`src/blit_defines.svh`:
```
`ifndef BLIT_DEFINES_SVH
`define BLIT_DEFINES_SVH
// register byte offsets
`define OFS_DRAWING_COMMAND    12'h200
`define OFS_BACKGROUND_COLOR   12'h218
`define OFS_FOREGROUND_COLOR   12'h21C
`define OFS_STRIDE_LAYOUT      12'h224
`define OFS_COLOR_COMPARE      12'h228
`define OFS_ENGINE_STATUS      12'h2FC
// drawing command field positions
`define BIT_Y_NEGATIVE         12
`define BIT_SRC_SYSTEM         13
`define BIT_MONO_SOURCE        14
`define BIT_MONO_PATTERN       15
`define BIT_COLOR_TRANSP       16
`define BIT_COLOR_TRANSP_POL   17
`define BIT_MONO_TRANSP        18
`define BIT_MONO_TRANSP_POL    19
`define BIT_PACKED_LAYOUT      20
`define BIT_SOLID_SOURCE       23
`define BIT_SRC_STRIDE_OWN     24
`define BIT_RASTER_CODE_TWO    25
`define CMD_TYPE_HI            10
`define CMD_TYPE_LO            8
// writable bits of the command word: 22:21 are held at zero
`define CMD_WRITE_MASK         32'hFF9FFFFF
// reset values
`define RST_DRAWING_COMMAND    32'h00000000
`define RST_COLOR              32'h00000000
`define RST_STRIDE_LAYOUT      32'h00000000
// stride layout fields
`define STRIDE_SRC_HI          11
`define STRIDE_DST_HI          27
`define STRIDE_DST_LO          16
`endif

```
`src/blit_pkg.sv`:
```
package blit_pkg;
  // command type codes
  typedef enum logic [2:0] {
    CMD_NOP  = 3'b000,
    CMD_BLT  = 3'b010,
    CMD_LINE = 3'b100
  } cmd_kind_type;
  // one pixel offered by the raster pipe
  typedef struct packed {
    logic        valid;       // pixel present this cycle
    logic [31:0] rop_pixel;   // raster-operation result
    logic        mono_bit;    // expanded mono bit, 1 = foreground
    logic        mono_active; // pixel came from mono source or pattern
    logic [31:0] fifo_data;   // source fifo word for this pixel
  } pix_in_type;
  // pixel decision handed to the memory writer
  typedef struct packed {
    logic        write_en;    // destination pixel is written
    logic [31:0] src_pixel;   // resolved source color
    logic        fifo_pop;    // one source fifo word consumed
  } pix_out_type;
  // line stepping load values
  typedef struct packed {
    logic        load;
    logic [23:0] src_addr;
    logic [23:0] dst_addr;
    logic [11:0] y_start;
  } line_init_type;
endpackage : blit_pkg

```
`src/blit_command_field_decode.sv`:
```
// Strobed register access is this design's own decision.
`include "blit_defines.svh"
module blit_command_field_decode
  import blit_pkg::*;
(
  input  wire logic          ref_clk,
  input  wire logic          arst_n,
  input  wire logic [11:0]   reg_addr,
  input  wire logic [31:0]   reg_wdata,
  input  wire logic          reg_wr,
  input  wire logic          reg_rd,
  output logic      [31:0]   reg_rdata,
  input  wire pix_in_type    pix_in,
  output pix_out_type        pix_out,
  input  wire line_init_type line_init,
  input  wire logic          line_done,
  output logic      [23:0]   src_line_addr,
  output logic      [23:0]   dst_line_addr,
  output logic      [11:0]   y_count,
  output logic      [7:0]    raster_code,
  output logic               src_from_system,
  output logic               packed_layout,
  output logic               cmd_is_blt,
  output logic               cmd_is_line,
  output logic               cmd_start
);

  ////////////////////////////////////////////////////////////////////////////
  // register storage
  logic [31:0] drawing_command_reg;   // command word
  logic [31:0] foreground_color_reg;  // foreground / solid color
  logic [31:0] background_color_reg;  // background expansion color
  logic [31:0] stride_layout_reg;     // source and destination strides
  logic [31:0] color_compare_reg;     // transparency compare value
  logic [31:0] reg_rdata_reg;         // read data, one cycle late
  logic [31:0] rdata_next;            // read mux result
  pix_out_type pix_out_reg;           // pixel decision
  pix_out_type pix_out_next;
  logic [23:0] src_line_addr_reg;     // source line address
  logic [23:0] dst_line_addr_reg;     // destination line address
  logic [11:0] y_count_reg;           // line coordinate counter
  logic        cmd_start_reg;         // pulse on command write with a non-NOP type

  // decoded command fields
  logic        y_negative;
  logic        mono_source;
  logic        mono_pattern;
  logic        color_transp;
  logic        color_transp_pol;
  logic        mono_transp;
  logic        mono_transp_pol;
  logic        solid_source;
  logic        src_stride_own;
  logic        raster_code_two;
  logic [2:0]  cmd_type;
  logic [11:0] dst_stride;
  logic [11:0] src_stride;
  logic [7:0]  raster_code_next;
  logic        color_skip;
  logic        mono_skip;

  ////////////////////////////////////////////////////////////////////////////
  // field decode
  assign y_negative       = drawing_command_reg[`BIT_Y_NEGATIVE];
  assign mono_source      = drawing_command_reg[`BIT_MONO_SOURCE];
  assign mono_pattern     = drawing_command_reg[`BIT_MONO_PATTERN];
  assign color_transp     = drawing_command_reg[`BIT_COLOR_TRANSP];
  assign color_transp_pol = drawing_command_reg[`BIT_COLOR_TRANSP_POL];
  assign mono_transp      = drawing_command_reg[`BIT_MONO_TRANSP];
  assign mono_transp_pol  = drawing_command_reg[`BIT_MONO_TRANSP_POL];
  assign solid_source     = drawing_command_reg[`BIT_SOLID_SOURCE];
  assign src_stride_own   = drawing_command_reg[`BIT_SRC_STRIDE_OWN];
  assign raster_code_two  = drawing_command_reg[`BIT_RASTER_CODE_TWO];
  assign cmd_type         = drawing_command_reg[`CMD_TYPE_HI:`CMD_TYPE_LO];
  assign dst_stride       = stride_layout_reg[`STRIDE_DST_HI:`STRIDE_DST_LO];
  // source stride follows destination unless bit 24 is set
  assign src_stride = src_stride_own ? stride_layout_reg[`STRIDE_SRC_HI:0]
                                     : dst_stride;
  // two-operand code copies the low nibble upward
  assign raster_code_next = raster_code_two
                          ? {drawing_command_reg[3:0], drawing_command_reg[3:0]}
                          : drawing_command_reg[7:0];

  ////////////////////////////////////////////////////////////////////////////
  // register writes; command reserved bits stay zero
  always_ff @(posedge ref_clk or negedge arst_n)
  begin
    if (!arst_n)
    begin
      drawing_command_reg  <= `RST_DRAWING_COMMAND;
      foreground_color_reg <= `RST_COLOR;
      background_color_reg <= `RST_COLOR;
      stride_layout_reg    <= `RST_STRIDE_LAYOUT;
      color_compare_reg    <= `RST_COLOR;
    end
    else if (reg_wr)
    begin
      unique case (reg_addr)
        `OFS_DRAWING_COMMAND:
          drawing_command_reg <= reg_wdata & `CMD_WRITE_MASK;
        `OFS_FOREGROUND_COLOR: foreground_color_reg <= reg_wdata;
        `OFS_BACKGROUND_COLOR: background_color_reg <= reg_wdata;
        `OFS_STRIDE_LAYOUT:    stride_layout_reg    <= reg_wdata;
        `OFS_COLOR_COMPARE:    color_compare_reg    <= reg_wdata;
        default: ; // unmapped writes are dropped
      endcase
    end
  end

  ////////////////////////////////////////////////////////////////////////////
  // read mux; unmapped addresses read zero
  always_comb
  begin
    rdata_next = 32'h00000000;
    unique case (reg_addr)
      `OFS_DRAWING_COMMAND:  rdata_next = drawing_command_reg;
      `OFS_FOREGROUND_COLOR: rdata_next = foreground_color_reg;
      `OFS_BACKGROUND_COLOR: rdata_next = background_color_reg;
      `OFS_STRIDE_LAYOUT:    rdata_next = stride_layout_reg;
      `OFS_COLOR_COMPARE:    rdata_next = color_compare_reg;
      `OFS_ENGINE_STATUS:    rdata_next = {8'h00, y_count_reg, 12'h000};
      default:               rdata_next = 32'h00000000;
    endcase
  end
  // read data stands for exactly the cycle after the strobe
  always_ff @(posedge ref_clk or negedge arst_n)
  begin
    if (!arst_n)
      reg_rdata_reg <= 32'h00000000;
    else if (reg_rd)
      reg_rdata_reg <= rdata_next;
    else
      reg_rdata_reg <= 32'h00000000;
  end

  ////////////////////////////////////////////////////////////////////////////
  // command start pulse and type decode
  always_ff @(posedge ref_clk or negedge arst_n)
  begin
    if (!arst_n)
      cmd_start_reg <= 1'b0;
    else
      cmd_start_reg <= reg_wr && (reg_addr == `OFS_DRAWING_COMMAND)
                    && (reg_wdata[`CMD_TYPE_HI:`CMD_TYPE_LO] != CMD_NOP);
  end

  ////////////////////////////////////////////////////////////////////////////
  // per-pixel transparency and source color
  // equal skips at polarity 0, unequal skips at polarity 1
  assign color_skip = color_transp
                    && ((pix_in.rop_pixel == color_compare_reg) ^ color_transp_pol);
  // mono source or pattern only; background at polarity 0, foreground at 1
  assign mono_skip  = mono_transp && (mono_source || mono_pattern) && pix_in.mono_active
                    && (pix_in.mono_bit == mono_transp_pol);
  always_comb
  begin
    pix_out_next          = '0;
    pix_out_next.write_en = pix_in.valid && !color_skip && !mono_skip;
    if (mono_source)
    begin
      // mono source expands, or is forced solid
      if (solid_source)
        pix_out_next.src_pixel = foreground_color_reg;
      else if (pix_in.mono_bit)
        pix_out_next.src_pixel = foreground_color_reg;
      else
        pix_out_next.src_pixel = background_color_reg;
    end
    else
      pix_out_next.src_pixel = pix_in.fifo_data;
    // system-memory source consumes the fifo unless forced solid
    pix_out_next.fifo_pop = pix_in.valid
                          && drawing_command_reg[`BIT_SRC_SYSTEM]
                          && !(mono_source && solid_source);
  end
  // pixel decision register
  always_ff @(posedge ref_clk or negedge arst_n)
  begin
    if (!arst_n)
      pix_out_reg <= '0;
    else
      pix_out_reg <= pix_out_next;
  end

  ////////////////////////////////////////////////////////////////////////////
  // line stepping: up for positive y, down for negative
  always_ff @(posedge ref_clk or negedge arst_n)
  begin
    if (!arst_n)
    begin
      src_line_addr_reg <= 24'h000000;
      dst_line_addr_reg <= 24'h000000;
      y_count_reg       <= 12'h000;
    end
    else if (line_init.load)
    begin
      src_line_addr_reg <= line_init.src_addr;
      dst_line_addr_reg <= line_init.dst_addr;
      y_count_reg       <= line_init.y_start;
    end
    else if (line_done)
    begin
      // one stride and one line per step, sign from the y bit
      src_line_addr_reg <= y_negative ? src_line_addr_reg - {12'h000, src_stride}
                                      : src_line_addr_reg + {12'h000, src_stride};
      dst_line_addr_reg <= y_negative ? dst_line_addr_reg - {12'h000, dst_stride}
                                      : dst_line_addr_reg + {12'h000, dst_stride};
      y_count_reg       <= y_negative ? y_count_reg - 12'h001 : y_count_reg + 12'h001;
    end
  end

  ////////////////////////////////////////////////////////////////////////////
  // registered field outputs
  logic [7:0] raster_code_reg;
  logic       src_from_system_reg;
  logic       packed_layout_reg;
  logic       cmd_is_blt_reg;
  logic       cmd_is_line_reg;
  always_ff @(posedge ref_clk or negedge arst_n)
  begin
    if (!arst_n)
    begin
      raster_code_reg     <= 8'h00;
      src_from_system_reg <= 1'b0;
      packed_layout_reg   <= 1'b0;
      cmd_is_blt_reg      <= 1'b0;
      cmd_is_line_reg     <= 1'b0;
    end
    else
    begin
      raster_code_reg     <= raster_code_next;
      src_from_system_reg <= drawing_command_reg[`BIT_SRC_SYSTEM];
      packed_layout_reg   <= drawing_command_reg[`BIT_PACKED_LAYOUT];
      cmd_is_blt_reg      <= (cmd_type == CMD_BLT);
      cmd_is_line_reg     <= (cmd_type == CMD_LINE);
    end
  end
  assign reg_rdata       = reg_rdata_reg;
  assign pix_out         = pix_out_reg;
  assign src_line_addr   = src_line_addr_reg;
  assign dst_line_addr   = dst_line_addr_reg;
  assign y_count         = y_count_reg;
  assign raster_code     = raster_code_reg;
  assign src_from_system = src_from_system_reg;
  assign packed_layout   = packed_layout_reg;
  assign cmd_is_blt      = cmd_is_blt_reg;
  assign cmd_is_line     = cmd_is_line_reg;
  assign cmd_start       = cmd_start_reg;
endmodule : blit_command_field_decode

```
`config.mk`:
```
export PLATFORM = sky130hd
export DESIGN_NAME = blit_command_field_decode
export DESIGN_NICKNAME = d
export VERILOG_FILES = /design/src/blit_pkg.sv /design/src/blit_command_field_decode.sv
export VERILOG_INCLUDE_DIRS = /design/src
export SDC_FILE = /design/constraint.sdc
export NUM_CORES = 1
export LEC_CHECK = 0
export ABC_AREA = 1
export BUFFER_PORTS_ARGS = -buffer_cell sky130_fd_sc_hd__buf_2
export CAP_MARGIN = 40
export CELL_PAD_IN_SITES_DETAIL_PLACEMENT = 2
export CELL_PAD_IN_SITES_GLOBAL_PLACEMENT = 2
export CORE_MARGIN = 2
export CORE_UTILIZATION = 31
export CTS_BUF_LIST = sky130_fd_sc_hd__clkbuf_4
export DETAILED_ROUTE_END_ITERATION = 6
export PLACE_DENSITY_LB_ADDON = 0.12
export REMOVE_ABC_BUFFERS = 1
export SYNTH_ARGS = -nofsm -noshare
export SYNTH_HDL_FRONTEND = slang
export SYNTH_SLANG_ARGS = --single-unit
```
`constraint.sdc`:
```
create_clock -name ref_clk -period 6 [get_ports ref_clk]
set_input_delay 0.9 -clock ref_clk [delete_from_list [all_inputs] [get_ports ref_clk]]
set_output_delay 0.9 -clock ref_clk [all_outputs]
set_load 0.02 [all_outputs]
```
# After elaboration in Yosys (flattened, before gate mapping)

Cells that the tools add are included.

Register bits after elaboration: 297
Output and inout port bits: 139

$add $sub $neg: 6
Equal/unequal tests: 10
Mux-type cells: 16
Bitwise operators: 1
Reductions and logical operators: 22

Operators with widths:

| operator                                               | number |
|---|---|
| one-hot mux 32 bit (6 select lines)                    | 1 |
| two-way mux 24 bit                                     | 6 |
| two-way mux 32 bit                                     | 4 |
| equality test 12 x 10 -> 1 bit (second input constant) | 6 |
| adder 24 x 12 -> 24 bit                                | 2 |
| two-way mux 12 bit                                     | 4 |
| subtractor 24 x 12 -> 24 bit                           | 2 |
| equality test 32 bit                                   | 1 |
| adder 12 x 1 -> 12 bit (second input constant)         | 1 |
| subtractor 12 x 1 -> 12 bit (second input constant)    | 1 |
| logical AND 1 bit                                      | 11 |
| AND reduction 2 bit                                    | 5 |
| two-way mux 8 bit                                      | 1 |
| equality test 3 x 2 -> 1 bit (second input constant)   | 1 |
| equality test 3 bit (second input constant)            | 1 |
| zero test 1 bit                                        | 3 |
| nonzero test 3 bit                                     | 1 |
| nonzero test 2 bit                                     | 1 |
| equality test 1 bit                                    | 1 |
| logical OR 1 bit                                       | 1 |
| XOR 1 bit                                              | 1 |

# Longest topological paths before layout

Gate-level depths: netlist of the first run.

Depth in word-level cells: 6
Mapped depth: 23

# Worst setup path after synthesis of the first run

OpenSTA, ideal clock, no wires.

Path type: reg-to-reg
Start point: register drawing_command_reg[24]
End point: register src_line_addr_reg[13] (netlist: src_line_addr[13])
Arrival: 2,629 ps
Required time: 5,870 ps
Slack: 3,241 ps
Stages on the path, launching flop included: 17
Period minus slack after synthesis: 2,759 ps
Cell sequence: dfrtp_1 buf_2 o21ai_0 ha_1 and2_1 nand3_2 o21ai_1 xor2_1 ha_1 a21oi_1 inv_1 a21oi_1 o21ai_0 a21oi_1 nand2_1 nand2_1 o21ai_0

Cells in the longest elaborated chain, start to end: 5
Elaborated cells on any way between the ends: 6
Classes of those cells: 2 x add/sub; 4 x mux

Ends and longest elaborated chain:

| what                                                                    | line                                                               | text |
|---|---|---|
| from (decl)                                                             | blit_command_field_decode.sv:30                                    | `logic [31:0] drawing_command_reg;` |
| from (signal assigned)                                                  | blit_command_field_decode.sv:90                                    | `` drawing_command_reg <= `RST_DRAWING_COMMAND; `` |
| from (signal assigned)                                                  | blit_command_field_decode.sv:100                                   | `` drawing_command_reg <= reg_wdata & `CMD_WRITE_MASK; `` |
| two-way mux 12 bit *                                                    | blit_command_field_decode.sv:77                                    | `` assign src_stride = src_stride_own ? stride_layout_reg[`STRIDE_SRC_HI:0] `` |
| adder 24 x 12 -> 24 bit or subtractor 24 x 12 -> 24 bit (tied branches) | blit_command_field_decode.sv:205, blit_command_field_decode.sv:204 |  |
| two-way mux 24 bit *                                                    | blit_command_field_decode.sv:204                                   | `src_line_addr_reg <= y_negative ? src_line_addr_reg - {12'h000, src_stride}` |
| two-way mux 24 bit *                                                    | blit_command_field_decode.sv:201                                   | `else if (line_done)` |
| two-way mux 24 bit *                                                    | blit_command_field_decode.sv:195                                   | `else if (line_init.load)` |
| to (signal assigned)                                                    | blit_command_field_decode.sv:197                                   | `src_line_addr_reg <= line_init.src_addr;` |
| to (signal assigned)                                                    | blit_command_field_decode.sv:204                                   |  |
| to (decl)                                                               | blit_command_field_decode.sv:39                                    | `logic [23:0] src_line_addr_reg;` |

Mark *: on every way between the ends. The rest lies on a longest branch, timed or not. The select of a mux whose other input is x is not followed.
A chain may end at the register's enable or synchronous reset.

# Final worst setup path of the first run

Ends and elaborated chain as after synthesis.

==> impl_results.md, run 1 <==
* DR WL/cell at 22.6 um
* Routed Antenna Nets at 0
* Arrival time worst endpoint at 4.48 ns
* Final setup fails at 0
* Largest area contributor in the netlist: dfrtp_1
* Status: finished clean
* TNS Setup at 0 ns
* Antenna violations before repair at 6
* Main synth FF type: dfrtp_1
* Depth of the CTS H-tree at 3
* Max cap viols at 0
* Synthesized area at approximately 0.017 mm2
* FF-to-FF path depth at 15
* Max VDD drop at 0.000126 V
* CP Data Required Time at 6.69 ns
* Vias in the first global route at approximately 20000
* Comb power frac at 0.226
* Area after DPL at 0.0195 mm2
* # port buffers at between 300 and 400
* Post-CTS Resized at 0
* Setup crit start: drawing_command_reg[24]
* P&R area growth vs syn at 19.8%
* First-pass GRT wire length at ~120000 um
* Final instance area at 0.0206 mm2
* Net Sw Power at 1.86 mW
* DIE AREA at approximately 0.057 mm2
* EDFF count, synth at 0
* Total core area at roughly 0.055 mm2
* Sink Count at 297
* GP Congestion at 0.883
* Max Freq at 0.264 GHz
* Layout Skew at about 0.047 ns
* Die H at between 200 and 250 um
* Fin crit share at 0.632
* WL final at slightly below 80000 um
* Top cell type's share of synthesized area at 0.433
* Setup Buffers After CTS at 0
* Largest net degree at the start of global routing at 120
* Grt total ovfl at 0
* Seq pwr share at 0.407
* GRT Total Usage at 0.272
* CP cell instances: inv_2 -> nand2_1 -> nand2_1 -> nor2_1 -> nand3_1 -> o31ai_1 -> ha_1 -> nand2_1 -> inv_1 -> a21oi_1 -> o21ai_0 -> a21oi_1 -> nand2_1 -> nand2_1 -> o21ai_0
* Yosys warns at 0
* Pleak at 10.3 nW
* Post-synthesis cell count at between 2000 and 2500
* Clk pwr share at 0.367
* CP Class: reg2reg
* Max FFs per register at 34
* Root buffer cell: clkbuf_4
* CTS Buffer Depth at 3
* Stages on the worst setup path at 15
* Clock network latency to the later pin of the worst-skew pair at between 0.8 and 0.9 ns
* Slowest CP cell: dfrtp_1
* Delay-heaviest family, CP: compound AO/OA/AOI/OAI gates
* Slew Limit Fails at 0
* Pwr/cell area at between 200 and 300 mW/mm2
* Leading cell type in the layout, fill and taps excluded: nand2_1
* Final net count at between 2000 and 3000
* Relative slew slack at 0.377
* Yosys reg bits at 297
* Syn avg cell area at between 7 and 8 um2
* Library cells used by synthesis at 45
* Largest stage delay, worst path at ~0.74 ns
* Worst Path Buf+Inv at 2
* Share of cells above drive strength 1 at 0.180
* Post-layout min period at approximately 3.8 ns
* Placement Rows at 86
* Commonest non-fill, non-tap cells in the layout: nand2_1 (734), buf_2 (314), dfrtp_1 (296)
* Initial DRC count at just under 900
* Inserted Clock Buffers at between 80 and 90
* CP Capture Type: flip-flop
* Sw Share at 0.350
* CTS tree: built
* Final Hold Fails at 0
* Hold/Removal Path Class: in2async
* Reg2reg start: drawing_command_reg[24]
* Crit path launch type: flip-flop
* RSZ-0062 raised after global routing: no
* # hold bufs at CTS at 0
* Drt drc at 0
* Vias per cell at about 5.2
* Ys async rst share at 1.00
* Detailed Place HPWL at between 50000 and 60000 um
* Initial core utilization at 0.313
* Cell Int Power at ~3.5 mW
* Reg clk slew, reported paths at about 0.07 ns
* Dominant cells by area after synthesis: dfrtp_1 (43%), nand2_1 (16%), o21ai_0 (6.9%)
* CP most frequent cell: nand2_1
* CP max FO at 23
* Via count at approximately 18000
* Die X at about 240 um
* DR pass1 iterations at 5
* Io pins at 316
* Worst-Margin Slew at between 0.9 and 1 ns
* Sequential share of the synthesized area at 0.433
[layout make-up]
type,count,area [um2]
Multi-Input combinational cell,1707,8520
Antenna cell,3,7.51
Inverter,223,837
Sequential cell,297,7430
Clock inverter,18,129
Clock buffer,120,901
Tap cell,704,881
Timing Repair Buffer,338,1860
Fill cell,6552,34300
[stage by stage]
stage | std cells | util | worst slack (ns) | hold WS (ns) | power [mW]
2_1_floorplan | 2227 | - | 2.69 | 0.374 | 2.88
3_3_place_gp | 3265 | 0.354 | 2.42 | 0.396 | 3.37
3_5_place_dp | 3269 | 0.356 | 2.23 | 0.397 | 3.41
4_1_cts | 3407 | 0.375 | 2.22 | 0.0823 | 5.41
5_1_grt | 3408 | 0.375 | 1.83 | 0.117 | 5.65
6_report | 3410 | 0.375 | 2.21 | 0.0865 | 5.32
[kinds of logic (layout without fill, tap and decap cells)]
| group | Yosys count | in the layout | share of synthesized area |
|---|---|---|---|
| AO/OA/AOI/OAI | 486 | 486 | 0.159 |
| adder cells (fa/ha/maj) | 63 | 63 | 0.0472 |
| other | 0 | 3 | 0 |
| buffers and inverters | 316 | 699 | 0.0719 |
| AND/OR/NAND/NOR | 1100 | 1100 | 0.259 |
| XOR/XNOR | 58 | 58 | 0.0296 |
| flip-flops | 297 | 297 | 0.433 |
[metal layers]
metal  global-route usage  vias up  routed length (um)
met1                0.356     8944               34900
met2                0.453      425               36400
met5                    0        -                  26
li1                     -     8313                   -
met3               0.0455      121                3480
met4               0.0924        4                2120
[worst paths after layout]
kind / endpoint / slack [ns]
worst max-delay path: src_line_addr[13] / 2.21
worst min-delay path: src_line_addr[21] / 0.09
worst max register to register: src_line_addr[13] / 2.21
worst min register to register: src_from_system / 0.42
max in group asynchronous: drawing_command_reg[14] / 4.74
min in group ref_clk: src_line_addr[1] / 0.31
[power groups by stage]
stage | registers, mW | logic [mW] | clock network [mW]
3_3_place_gp | 2.20 | 1.17 | 0
5_1_grt | 2.17 | 1.36 | 2.13
6_report | 2.17 | 1.20 | 1.95
2_1_floorplan | 2.25 | 0.626 | 0
3_5_place_dp | 2.20 | 1.21 | 0
4_1_cts | 2.17 | 1.22 | 2.03
[cell usage after synthesis (2+ instances only)]
master and count:
a22oi_1 40, o22ai_1 4, a21o_1 2, buf_2 17, a31oi_1 35, nand4_1 24
fa_1 3, clkbuf_1 67, nand3_1 93, ha_1 60, nor3_2 2, xnor2_1 30
nand2_2 3, o21ai_1 48, nand2_1 736, inv_1 217, nor3_1 23, buf_6 3
a211oi_1 2, a21oi_1 71, o21a_1 5, dfrtp_1 297, inv_2 6, xor2_1 28
nor2_1 195, o211ai_1 22, o31ai_1 5, and2_1 8, o221ai_1 8, nand3b_1 8
buf_1 5, o21bai_1 4, o21ai_0 237
Power figures use the tool's default switching activity.
==> inputs of run 2 (changes only) <==
--- a/config.mk
+++ b/config.mk
@@ -6,7 +6,7 @@
 export SDC_FILE = /design/constraint.sdc
 export NUM_CORES = 1
 export LEC_CHECK = 0
-export ABC_AREA = 1
+export ABC_AREA = 0
 export BUFFER_PORTS_ARGS = -buffer_cell sky130_fd_sc_hd__buf_2
 export CAP_MARGIN = 40
 export CELL_PAD_IN_SITES_DETAIL_PLACEMENT = 2
==> constraint.sdc (replaced) <==
create_clock -name ref_clk -period 3.6 [get_ports ref_clk]
set_input_delay 0.54 -clock ref_clk [delete_from_list [all_inputs] [get_ports ref_clk]]
set_output_delay 0.54 -clock ref_clk [all_outputs]
set_load 0.02 [all_outputs]
==> impl_results.md, run 2 <==
* TNS Setup at -0.203 ns
* Routed Antenna Nets at 0
* Yosys reg bits at 297
* Syn avg cell area at 10.8 um2
* Crit path launch type: flip-flop
* Slew Limit Fails at 0
* Placement Rows at 83
* Fin crit share at 1.03
* Top cell type's share of synthesized area at 0.461
* Dominant cells by area after synthesis: dfrtp_1 (46%), mux2_2 (7.3%), ha_1 (4.7%)
* EDFF count, synth at 0
* Layout Skew at 0.0777 ns
* DIE AREA at 0.0539 mm2
* Status: finished with violations
* Final instance area at 0.0226 mm2
* Hold/Removal Path Class: in2reg
* Total core area at ~0.05 mm2
* Sink Count at just under 300
* Initial core utilization at 0.314
* DR pass1 iterations at 5
* Die X at between 200 and 250 um
* Main synth FF type: dfrtp_1
* Synthesized area at roughly 0.016 mm2
* Register Area at 0.00744 mm2
* Most numerous cell in the Yosys netlist: dfrtp_1
* Most frequent cells after synthesis: dfrtp_1 (297), a21oi_1 (106), mux2_2 (104)
* CTS Buffer Depth at 3
* Worst setup margin at -0.0979 ns
* First-pass GRT wire length at about 100000 um
* Core Util, Final at 0.439
* Area after DPL at 0.0196 mm2
* Io pins at roughly 320
* Fillers at 5395
* Commonest non-fill, non-tap cells in the layout: buf_2 (313), dfrtp_1 (289), buf_4 (167)
* Root buffer cell: clkbuf_4
* Max VDD drop at between 0.00015 and 0.0002 V
* Post-layout min period at about 3.7 ns
* CP Capture Type: flip-flop
* Max cap viols at 0
* Share of cells above drive strength 1 at 0.382
* CP max FO at 4
* CP Class: reg2reg
* Reg2reg start: drawing_command_reg[24]
* Sequential share of the synthesized area at 0.461
* Setup crit start: drawing_command_reg[24]
* Leading cell type in the layout, fill and taps excluded: buf_2
* CP Data Required Time at about 4.3 ns
* Via count at ~15000
* Finished Layout Cells at about 2900
* # port buffers at ~320
* Final setup fails at 3
* WL final at between 60000 and 70000 um
* Arrival time worst endpoint at 4.39 ns
* Max Freq at approximately 0.27 GHz
* Final Hold Fails at 0
* Hold path start: pix_in[21]
* Initial DRC count at around 600
* Die H at 232 um
* Vias in the first global route at around 17000
* Drt drc at 0
* GP Congestion at 0.856
* Cells after DPL at about 2600
* Max FFs per register at 34
* RSZ-0062 raised after global routing: yes
* Depth of the CTS H-tree at 3
* Inserted Clock Buffers at 88
* Relative slew slack at 0.541
* Largest net degree at the start of global routing at 78
* Area of the multi-input gates at 0.00878 mm2
* Reg clk slew, reported paths at ~0.06 ns
* Failing checks: negative setup slack
* Largest area contributor in the netlist: dfrtp_1
* Final net count at 2363
* CTS tree: built
* DR WL/cell at 23.2 um
* Pwr/cell area at between 300 and 400 mW/mm2
* Clock network latency to the later pin of the worst-skew pair at 0.85 ns
* Vias per cell at roughly 5.2
* Total power at about 9.0 mW
* Ys async rst share at 1.00
* Grt total ovfl at 0
* Library cells used by synthesis at 68
* Detailed Place HPWL at 46600 um
* Post-synthesis cell count at between 1000 and 1500
* Worst-Margin Slew at approximately 0.67 ns
* Pleak at 10.8 nW
* GRT Total Usage at 0.247
* P&R area growth vs syn at 39.9%
* Antenna violations before repair at 8
* Yosys warns at 0
run 2: cell count changes after synthesis, sizes merged, moves of 32 or more:
cell / change
nand2: -652
o21ai: -211
inv: -196
mux2: +170
nor2: -102
nand3: -75
mux2i: +67
xnor2: +41
a21oi: +35
a222oi: +32
run 2: worst max-delay path, cell delays in order, from the launching register on:
cell	delay (ns)
dfrtp_2	0.40
buf_6	0.14
mux2i_4	0.24
o21a_1	0.22
nand3_2	0.15
nor2_4	0.14
nor2_2	0.06
nor2_1	0.11
xnor2_1	0.14
ha_1	0.27
buf_6	0.12
a21o_1	0.17
a211oi_4	0.30
a21oi_2	0.12
o211ai_1	0.31
buf_4	0.18
nand3_2	0.06
a31o_2	0.22
mux2_2	0.25
run 2: area by class of cell:
| type | instances | share of cell area |
|---|---|---|
| clock inverter | 24 | 0.00615 |
| timing repair buffer | 621 | 0.193 |
| multi-input combinational | 1088 | 0.389 |
| sequential | 297 | 0.330 |
| inverter | 27 | 0.00449 |
| clock buffer | 118 | 0.0393 |
| antenna | 5 | 0.000554 |
| tap | 680 | 0.0377 |
run 2: repair_timing:
item	in CTS	in global routing
cloned	0	0
hold endpoints to repair	306	1
endpoints found under the setup margin	16	25
pin swaps	20	48
buffers inserted	12	16
resized for setup	39	82
hold buffers	124	1
run 2: path summary, 6_finish.rpt:
kind | to | slack [ns] | cells after the start
min in group asynchronous | dst_line_addr[19] | 0.30 | 2
setup reg to reg | src_line_addr[19] | -0.1 | 18
max in group asynchronous | color_compare_reg[9] | 2.24 | 4
hold reg to reg | packed_layout | 0.42 | 0
setup / recovery | src_line_addr[19] | -0.1 | 18
hold / removal | pix_out[22] | 0.09 | 3
run 2: logic make-up (layout without fill, tap and decap cells):
logic type	count (synthesis)	in the layout	synth area share
AO/OA/AOI/OAI	375	375	0.153
AND/OR/NAND/NOR	328	328	0.102
flip-flops	297	297	0.461
multiplexers	237	237	0.160
buffers and inverters	108	790	0.0266
XOR/XNOR	85	85	0.0462
adder cells (fa/ha/maj)	63	63	0.0503
other	0	5	0
run 2: through the flow:
stage | hold slack [ns] | setup WS (ns)
global placement | 0.388 | -0.220
global route | 0.0372 | -0.298
finish | 0.0884 | -0.0979
floorplan | 0.244 | -0.278
detailed placement | 0.411 | -0.472
CTS | 0.00669 | -0.00351
run 2: power breakdown:
part | leakage [nW] | switching, mW | internal, mW | total [mW]
combinational | 6.25 | 1.19 | 1.04 | 2.23
clock | 0.607 | 1.59 | 1.58 | 3.17
sequential | 3.94 | 0.147 | 3.46 | 3.61
run 2: layer usage:
layer,up-vias,part of all wire,global-route usage
li1,6807,-,-
met1,7542,0.42,0.302
met2,347,0.50,0.433
met3,112,0.043,0.0484
met4,4,0.028,0.0813
met5,-,0.00038,0
==> inputs of run 3 (changes only) <==
--- a/config.mk
+++ b/config.mk
@@ -16,6 +16,7 @@
 export CTS_BUF_LIST = sky130_fd_sc_hd__clkbuf_4
 export DETAILED_ROUTE_END_ITERATION = 6
 export PLACE_DENSITY_LB_ADDON = 0.12
+export RECOVER_POWER = 25
 export REMOVE_ABC_BUFFERS = 1
 export SYNTH_ARGS = -nofsm -noshare
 export SYNTH_HDL_FRONTEND = slang
==> impl_results.md, run 3 (same netlist as run 2, synthesis figures left out) <==
* Post-layout min period at 3.70 ns
* Commonest non-fill, non-tap cells in the layout: buf_2 (314), dfrtp_1 (290), buf_4 (167)
* Antenna violations before repair at 8
* Max Freq at roughly 0.27 GHz
* Worst hold slack at 0.0930 ns
* Slew Limit Fails at 77
* Final Hold Fails at 0
* Core Util, Final at 0.438
* TNS Setup at -0.211 ns
* DIE AREA at ~0.054 mm2
* Sink Count at just under 300
* Clock network latency to the later pin of the worst-skew pair at 0.84 ns
* DR pass1 iterations at 6
* Final net count at approximately 2400
* Finished Layout Cells at between 2000 and 3000
* P&R area growth vs syn at 39.6%
* Share of cells above drive strength 1 at 0.381
* Hold/Removal Path Class: in2reg
* First-pass GRT wire length at 101000 um
* CP Data Required Time at about 4.3 ns
* Crit path launch type: flip-flop
* R2R setup slack at -0.1 ns
* Initial DRC count at approximately 690
* RSZ-0062 raised after global routing: yes
* Largest net degree at the start of global routing at ~80
* Final setup fails at 3
* Pleak at roughly 11 nW
* Drt drc at 0
* Detailed Place HPWL at around 47000 um
* CTS Buffer Depth at 3
* Vias per cell at 5.16
* Worst-Margin Slew at around 2.1 ns
* Pre-CTS worst setup slack at -0.472 ns
* Max FFs per register at 34
* CTS tree: built
* Pwr/cell area at 400 mW/mm2
* Max cap viols at 1
* Die H at 232 um
* GP Congestion at 0.856
* Area after DPL at between 0.015 and 0.02 mm2
* Routed Antenna Nets at 0
* Depth of the CTS H-tree at 3
* GRT Total Usage at 0.247
* Layout Skew at 0.0764 ns
* Placement Rows at slightly above 80
* Status: finished with violations
* Failing checks: max-capacitance violations, max-slew violations, negative setup slack
* Cells after DPL at 2565
* Grt total ovfl at 0
* # port buffers at about 320
* Total power at around 9 mW
* Io pins at 316
* CP max FO at 4
* Fin crit share at 1.03
* Relative slew slack at -0.401
* CP Capture Type: flip-flop
* WL final at approximately 66000 um
* Arrival time worst endpoint at around 4.4 ns
* Root buffer cell: clkbuf_4
* DR WL/cell at 23.2 um
* Initial core utilization at 0.314
* CP Class: reg2reg
* Max VDD drop at around 0.00018 V
* Final instance area at roughly 0.023 mm2
* Via count at approximately 15000
* Vias in the first global route at around 17000
* Die X at roughly 230 um
* Total core area at 0.0514 mm2
* Inserted Clock Buffers at around 90
* Reg clk slew, reported paths at approximately 0.06 ns
* Worst setup margin at -0.0987 ns
* Leading cell type in the layout, fill and taps excluded: buf_2
## run 3: layer usage
layer | GRT usage | part of all wire | up-vias
li1 | - | - | 6807
met1 | 0.302 | 0.43 | 7499
met2 | 0.433 | 0.51 | 341
met3 | 0.0484 | 0.041 | 110
met4 | 0.0813 | 0.028 | 2
met5 | 0 | 0.00017 | -
## run 3: final cells by class
class	instances	area (um2)
fill	5402	28900
multi-input combinational	1088	8780
sequential	297	7440
timing repair buffer	621	4300
clock buffer	118	886
tap	680	851
clock inverter	24	139
inverter	27	101
antenna	6	15.0
## run 3: worst paths after layout
path,startpoint,end,cells past startpoint
worst max-delay path,drawing_command_reg[24],src_line_addr[19],18
worst min-delay path,pix_in[21],pix_out[22],3
worst max register to register,drawing_command_reg[24],src_line_addr[19],18
worst min register to register,drawing_command_reg[20],packed_layout,0
max in group asynchronous,arst_n,drawing_command_reg[24],3
min in group asynchronous,arst_n,dst_line_addr[19],2
## run 3: report_power, final
part           internal [mW]  total, mW  switching (mW)  leakage [nW]
Clock                   1.58       3.17            1.58         0.607
Combinational           1.03       2.22            1.19          6.24
Sequential              3.47       3.61           0.148          3.94
## run 3: worst max-delay path, stage by stage (launching register included)
cell,delay (ns)
dfrtp_2,0.40
buf_6,0.14
mux2i_4,0.24
o21a_1,0.22
nand3_2,0.15
nor2_4,0.14
nor2_2,0.06
nor2_1,0.11
xnor2_1,0.14
ha_1,0.27
buf_6,0.12
a21o_1,0.17
a211oi_4,0.30
a21oi_2,0.12
o211ai_1,0.31
buf_4,0.18
nand3_2,0.06
a31o_2,0.22
mux2_2,0.25
## run 3: what timing repair did
action | 4_1_cts | 5_1_grt
hold endpoints to repair | 306 | 1
endpoints found under the setup margin | 16 | 25
gates resized for setup | 39 | 82
hold buffers | 124 | 1
buffers inserted | 12 | 16
gates cloned | 0 | 0
pin swaps | 20 | 48
